`config.mk`:
```
export PLATFORM = sky130hd
export DESIGN_NAME = gateway_status_io_byte
export DESIGN_NICKNAME = d
export VERILOG_FILES = /design/src/include/status_io_pkg.sv /design/src/core/input_debouncer.sv /design/src/core/gateway_status_io_byte.sv
export VERILOG_INCLUDE_DIRS = /design/src /design/src/include
export SDC_FILE = /design/constraint.sdc
export NUM_CORES = 1
export LEC_CHECK = 0
export BUFFER_PORTS_ARGS = -buffer_cell sky130_fd_sc_hd__clkbuf_2
export CORE_AREA = 8 8 95 97
export CTS_BUF_LIST = sky130_fd_sc_hd__clkbuf_4 sky130_fd_sc_hd__clkbuf_8
export DETAILED_ROUTE_END_ITERATION = 12
export DIE_AREA = 0 0 103 105
export GPL_TIMING_DRIVEN = 0
export PLACE_DENSITY = 0.83
export SYNTH_ARGS = -nofsm -noshare
export SYNTH_HDL_FRONTEND = slang
export SYNTH_HIERARCHICAL = 1
export SYNTH_SLANG_ARGS = --single-unit
```
`constraint.sdc`:
```
create_clock -name clk_in -period 2.5 [get_ports clk_in]
set_clock_uncertainty 0.1 [all_clocks]
set_input_delay 0.5 -clock clk_in [delete_from_list [all_inputs] [get_ports clk_in]]
set_output_delay 0.5 -clock clk_in [all_outputs]
set_load 0.01 [all_outputs]
```
`src/include/status_io_params.svh`:
```
// Constants for the status and switching I/O byte block
`ifndef STATUS_IO_PARAMS_SVH
`define STATUS_IO_PARAMS_SVH
`define CLK_FREQ_HZ 125000000
`define TICK_TIME_MS 1
`define TICK_CYCLES ((`CLK_FREQ_HZ / 1000) * `TICK_TIME_MS)
`define HEARTBEAT_TIME_MS 1000
`define DEBOUNCE_TIME_MS 20
`define SUPERVISION_TIME_MS 50
`define BIT_SERIAL_FAULT 7
`define BIT_BUFFERS_FULL 6
`define BIT_READER_REJECT 5
`define BIT_READER_TIMEOUT 4
`define BIT_MASTER_FAULT 3
`define BIT_HEARTBEAT 2
`define BIT_SWITCH_TWO 1
`define BIT_SWITCH_ONE 0
`define OUTPUT_BYTE_RESET 8'h00
`define FLASH_REGULAR_MS 500
`define FLASH_CYCLIC_MS 250
`endif

```
`src/include/status_io_pkg.sv`:
```
// Types for the status and switching I/O byte block
package status_io_pkg;
  typedef enum logic [2:0] {
    XFER_IDLE = 3'b001,
    XFER_BUSY = 3'b010,
    XFER_ACKED = 3'b100
  } xfer_state_t;
  typedef enum logic [1:0] {
    LAMP_OFF = 2'h0,
    LAMP_ON = 2'h1,
    LAMP_REGULAR = 2'h2,
    LAMP_IRREGULAR = 2'h3
  } lamp_mode_t;
endpackage : status_io_pkg

```
`src/core/input_debouncer.sv`:
```
// Debounce filter for one switching input
`timescale 1ns/1ps
`include "status_io_params.svh"
module input_debouncer #(
  parameter int unsigned STABLE_TICKS = `DEBOUNCE_TIME_MS
) (
  input wire logic clk_in,
  input wire logic reset_in,
  input wire logic tick_in,
  input wire logic raw_in,
  output logic level_out
);
  logic [7:0] count;
  logic [7:0] next_count;
  logic level;
  logic next_level;

  // Level follows raw only after it stays different for the full window
  always_comb
  begin
    next_count = count;
    next_level = level;
    if (raw_in == level)
    begin
      next_count = 8'h00;
    end
    else if (tick_in)
    begin
      if (count >= 8'(STABLE_TICKS - 1))
      begin
        next_level = raw_in;
        next_count = 8'h00;
      end
      else
      begin
        next_count = count + 8'h01;
      end
    end
  end

  // Filter state
  always_ff @(posedge clk_in or posedge reset_in)
  begin
    if (reset_in)
    begin
      count <= 8'h00;
      level <= 1'b0;
    end
    else
    begin
      count <= next_count;
      level <= next_level;
    end
  end

  assign level_out = level;
endmodule : input_debouncer

```
`src/core/gateway_status_io_byte.sv`:
```
// Status byte builder, switching outputs and system lamp encoder
//
// What this block does
// - Status byte in, output byte out, header one
// - Bit 7 flags serial line receive error
// - Bit 6 flags full buffers; refuse data
// - Bit 5 flags reader negative acknowledge
// - Bit 4 flags reader silent 50 ms
// - Bit 3 flags master fault; refuse, resync
// - Bit 2 toggles every one second
// - Bits 0, 1 report switching inputs
// - Inputs debounced 20 ms before reporting
// - Error bits set when transfer acknowledged
// - Error bits cleared when master counter changes
// - Output bits 0, 1 drive switching outputs
// - Green run lamp shows communication state
// - Yellow ready lamp shows device state
`timescale 1ns/1ps
`include "status_io_params.svh"
module gateway_status_io_byte
  import status_io_pkg::*;
#(
  parameter int unsigned TICK_CYCLES = `TICK_CYCLES,
  parameter int unsigned HEARTBEAT_TICKS = `HEARTBEAT_TIME_MS,
  parameter int unsigned DEBOUNCE_TICKS = `DEBOUNCE_TIME_MS,
  parameter int unsigned SUPERVISION_TICKS = `SUPERVISION_TIME_MS
) (
  input wire logic clk_in,
  input wire logic reset_in,
  input wire logic switch_input_one_in,
  input wire logic switch_input_two_in,
  input wire logic [7:0] output_control_byte_in,
  input wire logic output_control_write_in,
  input wire logic [7:0] master_outbound_counter_in,
  input wire logic serial_line_fault_in,
  input wire logic outbound_buffers_full_in,
  input wire logic reader_rejected_telegram_in,
  input wire logic reader_telegram_sent_in,
  input wire logic reader_response_in,
  input wire logic master_handling_fault_in,
  input wire logic transfer_done_in,
  input wire logic [1:0] run_mode_in,
  input wire logic [1:0] ready_mode_in,
  output logic [7:0] input_status_byte_out,
  output logic [7:0] echoed_outbound_counter_out,
  output logic transfer_accept_out,
  output logic resync_request_out,
  output logic switch_output_one_out,
  output logic switch_output_two_out,
  output logic run_lamp_out,
  output logic ready_lamp_out
);
  logic [16:0] prescale;
  logic [16:0] next_prescale;
  logic tick;
  logic next_tick;
  logic [9:0] ms_count;
  logic [9:0] next_ms_count;
  logic heartbeat;
  logic next_heartbeat;
  logic [5:0] sup_count;
  logic [5:0] next_sup_count;
  logic sup_active;
  logic next_sup_active;
  logic [4:0] pend;
  logic [4:0] next_pend;
  logic [4:0] err;
  logic [4:0] next_err;
  logic [7:0] echo;
  logic [7:0] next_echo;
  logic [7:0] seen_count;
  logic [7:0] next_seen_count;
  xfer_state_t state;
  xfer_state_t next_state;
  logic [1:0] outs;
  logic [1:0] next_outs;
  logic run_lamp;
  logic next_run_lamp;
  logic ready_lamp;
  logic next_ready_lamp;
  logic accept, next_accept;
  logic sw_one;
  logic sw_two;
  logic timeout_evt;

  // Debounced switching inputs
  input_debouncer #(.STABLE_TICKS(DEBOUNCE_TICKS)) u_deb_one (
    .clk_in(clk_in), .reset_in(reset_in), .tick_in(tick),
    .raw_in(switch_input_one_in), .level_out(sw_one));
  input_debouncer #(.STABLE_TICKS(DEBOUNCE_TICKS)) u_deb_two (
    .clk_in(clk_in), .reset_in(reset_in), .tick_in(tick),
    .raw_in(switch_input_two_in), .level_out(sw_two));

  // Millisecond tick, heartbeat and lamp patterns from one prescaler
  always_comb
  begin
    next_tick = 1'b0;
    next_prescale = prescale + 17'h00001;
    next_ms_count = ms_count;
    next_heartbeat = heartbeat;
    if (prescale >= 17'(TICK_CYCLES - 1))
    begin
      next_prescale = 17'h00000;
      next_tick = 1'b1;
      next_ms_count = ms_count + 10'h001;
      if (ms_count >= 10'(HEARTBEAT_TICKS - 1))
      begin
        next_ms_count = 10'h000;
        next_heartbeat = ~heartbeat;
      end
    end
  end

  // Reader supervision window after each telegram sent
  always_comb
  begin
    next_sup_active = sup_active;
    next_sup_count = sup_count;
    timeout_evt = 1'b0;
    if (reader_telegram_sent_in)
    begin
      next_sup_active = 1'b1;
      next_sup_count = 6'h00;
    end
    else if (reader_response_in)
    begin
      next_sup_active = 1'b0;
    end
    else if (sup_active && tick)
    begin
      if (sup_count >= 6'(SUPERVISION_TICKS - 1))
      begin
        timeout_evt = 1'b1;
        next_sup_active = 1'b0;
      end
      else
      begin
        next_sup_count = sup_count + 6'h01;
      end
    end
  end

  // Transfer handshake; pending errors latch into status on acknowledge
  always_comb
  begin
    next_state = state;
    next_echo = echo;
    next_seen_count = seen_count;
    next_err = err;
    next_outs = outs;
    // Events collect between transfers; an event in the acknowledge cycle goes to err while pend clears
    next_pend = pend | {serial_line_fault_in, outbound_buffers_full_in,
      reader_rejected_telegram_in, timeout_evt, master_handling_fault_in};
    if (output_control_write_in)
    begin
      next_outs = output_control_byte_in[1:0];
    end
    unique case (state)
      XFER_IDLE, XFER_ACKED:
      begin
        if (master_outbound_counter_in != seen_count)
        begin
          next_seen_count = master_outbound_counter_in;
          next_err = 5'h00;
          next_state = XFER_BUSY;
        end
      end
      XFER_BUSY:
      begin
        if (transfer_done_in || outbound_buffers_full_in || master_handling_fault_in)
        begin
          next_echo = seen_count;
          next_err = next_pend;
          next_pend = 5'h00;
          next_state = XFER_ACKED;
        end
      end
    endcase
    next_accept = ~next_err[`BIT_BUFFERS_FULL - 3] & ~next_err[`BIT_MASTER_FAULT - 3];
  end

  // Lamp encoders for run and ready indicators
  always_comb
  begin
    next_run_lamp = 1'b0;
    next_ready_lamp = 1'b0;
    unique case (lamp_mode_t'(run_mode_in))
      LAMP_OFF: next_run_lamp = 1'b0;
      LAMP_ON: next_run_lamp = 1'b1;
      LAMP_REGULAR: next_run_lamp = ms_count[8];
      LAMP_IRREGULAR: next_run_lamp = ms_count[8] & ms_count[6];
    endcase
    unique case (lamp_mode_t'(ready_mode_in))
      LAMP_OFF: next_ready_lamp = 1'b0;
      LAMP_ON: next_ready_lamp = 1'b1;
      LAMP_REGULAR: next_ready_lamp = ms_count[7];
      LAMP_IRREGULAR: next_ready_lamp = ms_count[8] & ms_count[5];
    endcase
  end
  // State registers; reset clears all but state, loaded with XFER_IDLE, and accept, set to 1
  always_ff @(posedge clk_in or posedge reset_in)
  begin
    if (reset_in)
    begin
      prescale <= 17'h00000;
      tick <= 1'b0;
      ms_count <= 10'h000;
      heartbeat <= 1'b0;
      sup_count <= 6'h00;
      sup_active <= 1'b0;
      pend <= 5'h00;
      err <= 5'h00;
      echo <= 8'h00;
      seen_count <= 8'h00;
      state <= XFER_IDLE;
      outs <= 2'h0;
      run_lamp <= 1'b0;
      ready_lamp <= 1'b0;
      accept <= 1'b1;
    end
    else
    begin
      prescale <= next_prescale;
      tick <= next_tick;
      ms_count <= next_ms_count;
      heartbeat <= next_heartbeat;
      sup_count <= next_sup_count;
      sup_active <= next_sup_active;
      pend <= next_pend;
      err <= next_err;
      echo <= next_echo;
      seen_count <= next_seen_count;
      state <= next_state;
      outs <= next_outs;
      run_lamp <= next_run_lamp;
      ready_lamp <= next_ready_lamp;
      accept <= next_accept;
    end
  end
  // Outputs straight from flip-flops
  assign input_status_byte_out = {err, heartbeat, sw_two, sw_one};
  assign echoed_outbound_counter_out = echo;
  assign transfer_accept_out = accept;
  assign resync_request_out = err[`BIT_MASTER_FAULT - 3];
  assign switch_output_one_out = outs[0];
  assign switch_output_two_out = outs[1];
  assign run_lamp_out = run_lamp;
  assign ready_lamp_out = ready_lamp;
  // Checks
  property p_err_clear;
    @(posedge clk_in) disable iff (reset_in)
    (state != XFER_BUSY && master_outbound_counter_in != seen_count) |=> err == 5'h00;
  endproperty
  a_err_clear: assert property (p_err_clear) else $error("errors not cleared");
  property p_ack_echo;
    @(posedge clk_in) disable iff (reset_in)
    (state == XFER_BUSY && transfer_done_in) |=> echo == $past(seen_count);
  endproperty
  a_ack_echo: assert property (p_ack_echo) else $error("echo not updated");
  property p_full_latch;
    @(posedge clk_in) disable iff (reset_in)
    (state == XFER_BUSY && outbound_buffers_full_in) |=> input_status_byte_out[6];
  endproperty
  a_full_latch: assert property (p_full_latch) else $error("full flag lost");
  property p_refuse;
    @(posedge clk_in) disable iff (reset_in)
    input_status_byte_out[3] |-> !transfer_accept_out && resync_request_out;
  endproperty
  a_refuse: assert property (p_refuse) else $error("fault not refusing");
  property p_outs;
    @(posedge clk_in) disable iff (reset_in)
    output_control_write_in |=> switch_output_one_out == $past(output_control_byte_in[0])
      && switch_output_two_out == $past(output_control_byte_in[1]);
  endproperty
  a_outs: assert property (p_outs) else $error("outputs wrong");
  property p_hb_stable;
    @(posedge clk_in) disable iff (reset_in)
    !tick |-> $stable(heartbeat);
  endproperty
  a_hb_stable: assert property (p_hb_stable) else $error("heartbeat moved off tick");
  property p_run_on;
    @(posedge clk_in) disable iff (reset_in)
    run_mode_in == 2'h1 |=> run_lamp_out;
  endproperty
  a_run_on: assert property (p_run_on) else $error("run lamp not on");
  property p_ready_off;
    @(posedge clk_in) disable iff (reset_in)
    ready_mode_in == 2'h0 |=> !ready_lamp_out;
  endproperty
  a_ready_off: assert property (p_ready_off) else $error("ready lamp not off");
  c_ack: cover property (@(posedge clk_in) state == XFER_BUSY ##1 state == XFER_ACKED);
  c_timeout: cover property (@(posedge clk_in) timeout_evt);
  c_hb: cover property (@(posedge clk_in) $rose(heartbeat));
endmodule : gateway_status_io_byte

```
==> flow_metrics.py <==
metrics = {
    "status": {
        "status": "complete, no violations",
    },
    "sta": {
        "hold_slack_ns": 0.0286,
        "grt_setup_unrepaired": "false",
        "setup_slack_ns": 0.333,
        "final_hold_viol_count": 0,
        "tns_ns": 0,
        "clock.fmax_ghz": 0.461,
        "setup_viol": 0,
        "worstMarginPinSlew_ns": 0.834,
        "period_needed_ns": 2.17,
        "slew_headroom": 0.444,
        "fin_crit_sh": 0.867,
        "slew_viol_final": 0,
    },
    "clock_tree": {
        "htreeDepth": 3,
        "clk_latency_ns": 0.35,
        "post_cts_buffers": 0,
        "clkTransAtPathRegs_ns": 0.09,
        "cts_resized": 0,
        "clock_sinks": 88,
        "clockRootBuffer": "clkbuf_8",
        "ctsHoldBuffers": 0,
        "cts_tree": "done",
        "ctsLongestPathBuffers": 2,
        "cts_inserted_buffers": 9,
    },
    "critical_path": {
        "critPathKind": "flip-flop to flip-flop",
        "crit_fanout": 8,
        "worstPathCellList": "xor2_1, nor4_2, a21bo_1, buf_2, mux2_1",
        "endpoint_kind": "flip-flop",
        "required_ns": 2.64,
        "cp-start-kind": "flip-flop",
        "worst-path-buf-inv": 1,
        "cp_slowest_cell": "nor4_2",
        "max_stage_delay_ns": 0.60,
        "cp.arrival_ns": 2.30,
        "crit_family": "simple AND/OR/NAND/NOR gates",
    },
    "synthesis": {
        "yosysTopAreaCell": "dfrtp_1",
        "syn_inst": 389,
        "synth_common_cells": "dfrtp_1, nor2_1, nand2_1, inv_1, xor2_1",
        "yosysWarnings": 6,
        "syn_nets": 428,
        "avgSynthCellArea_um2": 11.0,
        "synth_ff_type": "dfrtp_1",
        "async_reset_ff_frac": 1.00,
        "ys_types": 71,
        "synth_top_cell_area_share": 0.502,
        "ys_seq_area_frac": 0.514,
        "synth_edf_count": 0,
        "synth_most_common_cell": "dfrtp_1",
        "synth-seq-cells": 88,
        "netlist_area_mm2": 0.00429,
        "synth_area_leaders": "dfrtp_1, xor2_1, mux2_2, nor2_1, mux2_1",
    },
    "place": {
        "io_buffers": 46,
        "place_ws_ns": 0.200,
        "place_congestion": 0.866,
        "place_hpwl_um": 5800,
        "placed_cells": 537,
    },
    "pwr": {
        "powerDensity_mw_per_mm2": 579,
        "p_leak_nw": 2.19,
        "ir_drop_v": 0.000317,
    },
    "finish": {
        "fin_cells": 553,
        "syn_to_final_growth_pct": 12.8,
        "drive_gt1_frac": 0.251,
        "n_antenna_cell": 0,
        "layout.nets": 485,
        "fill_cells": 637,
    },
    "route": {
        "first_pass_iters": 4,
        "drc": 0,
        "drtIter0Drc": 110,
        "vias_per_cell": 5.60,
        "wl_per_cell_um": 14.4,
        "postRouteAntennaNets": 0,
        "vias": 3097,
        "wirelength_um": 7990,
    },
    "global_routing": {
        "grt_pass1_vias": 3107,
        "grt_start_max_net_pins": 71,
        "grt_overflow": 0,
        "grt_pass1_wl_um": 13900,
        "track_usage": 0.157,
        "grt_antenna_before_repair": 0,
    },
    "die": {
        "die_w_um": 103,
        "core_region_area_mm2": 0.00753,
        "rows": 32,
        "initial_core_util": 0.570,
        "die_h_um": 105,
        "dieArea_mm2": 0.0108,
        "ios": 54,
    },
    "run": {
        "drv_cap": 0,
    },
    "hold_path": {
        "hp-class": "input pin to async pin",
    },
}
## metrics by stage
stage / cell area (um2) / utilization / total power, W
final: 4840 / 0.643 / 0.00280
after global routing: 4840 / 0.643 / 0.00294
after CTS: 4840 / 0.643 / 0.00284
after detailed placement: 4650 / 0.618 / 0.00191
after global placement: 4650 / 0.617 / 0.00189
after floorplan: 4290 / - / 0.00178
## routing by layer
metal,vias to the layer above,share of wire,GRT usage
li1,1511,-,-
met1,1535,0.45,0.193
met2,41,0.50,0.265
met3,10,0.038,0.0345
met4,0,0.011,0.0465
met5,-,0,0
## cells by family (layout without fill, tap and decap cells)
family,Yosys count,count (layout),share of synthesized area
AO/OA/AOI/OAI,68,68,0.119
AND/OR/NAND/NOR,134,134,0.174
multiplexers,27,27,0.0694
buffers and inverters,35,97,0.0385
adder cells (fa/ha/maj),7,7,0.0204
flip-flops,88,88,0.514
XOR/XNOR,30,30,0.0648
## area by class of cell
cell class                 instances  area, um2  area share
timing repair buffer              46        230      0.0476
inverter                          21       81.3      0.0168
multi-input combinational        266       1920       0.397
tap                              102        128      0.0264
clock inverter                     5       38.8     0.00801
clock buffer                      11        151      0.0313
buffer                            14       86.3      0.0178
sequential                        88       2200       0.456
## cells in the final DEF (no fill, tap or decap), types with 4 or more instances in the layout
cell type  count
ha_1           7
nor3_1         6
xor2_1        20
a21oi_1        8
buf_2          6
clkbuf_2      46
o21ai_0        8
dfrtp_1       86
and3_1         4
clkbuf_8      11
nor4b_1        4
buf_4          5
xnor2_1        8
inv_1         19
nor2_1        36
mux2_2        14
nand3_1       13
and2_1         6
mux2_1         8
nand2b_1       6
o211ai_1       5
nand2_1       24
o31ai_1        4
mux2i_1        5
nand4_1        6
## worst reg2reg max path: cells and delay by family (launching register included)
family / cells / cell delay [ns]
xor+xnor: 1 / 0.19
simple gates: 1 / 0.60
mux: 1 / 0.35
buf+inv: 1 / 0.21
compound gates: 1 / 0.19
flops: 1 / 0.41
## path summary, 6_finish.rpt
kind                                           startpoint  cells past startpoint  slack [ns]                        endpoint
worst min-delay path                             reset_in                      2        0.03  u_deb_one/count[7]$_DFFE_PP0P_
max in group asynchronous                        reset_in                      2        1.53              err[1]$_DFFE_PP0P_
min in group clk_in                        run_mode_in[1]                      2        0.23          run_lamp_out$_DFF_PP0_
worst max register to register  seen_count[7]$_DFFE_PP0P_                      5        0.33       seen_count[3]$_DFFE_PP0P_
worst min register to register       state[1]$_DFFE_PP0P_                      1        0.36            state[0]$_DFFE_PP1P_
worst max-delay path            seen_count[7]$_DFFE_PP0P_                      5        0.33       seen_count[3]$_DFFE_PP0P_
## state kept, by name, indices dropped and copies added (netlist names)
register and flops:
sup_count 6, tick 1, u_deb_two/level_out 1, err 5, u_deb_one/count 8, outs 2, transfer_accept_out 1, pend 5
ready_lamp_out 1, echoed_outbound_counter_out 8, u_deb_two/count 8, ms_count 10, run_lamp_out 1, state 3, prescale 17, u_deb_one/level_out 1
sup_active 1, heartbeat 1, seen_count 8
## power by group
group	leakage (nW)	total, W	switching (W)	internal, W
Combinational	0.947	0.000309	0.000169	0.000140
Sequential	1.14	0.00156	0.0000564	0.00151
Clock	0.0963	0.000931	0.000509	0.000423
Total	2.19	0.00280	0.000734	0.00207
Note: power is estimated with default switching activity, not from simulation.
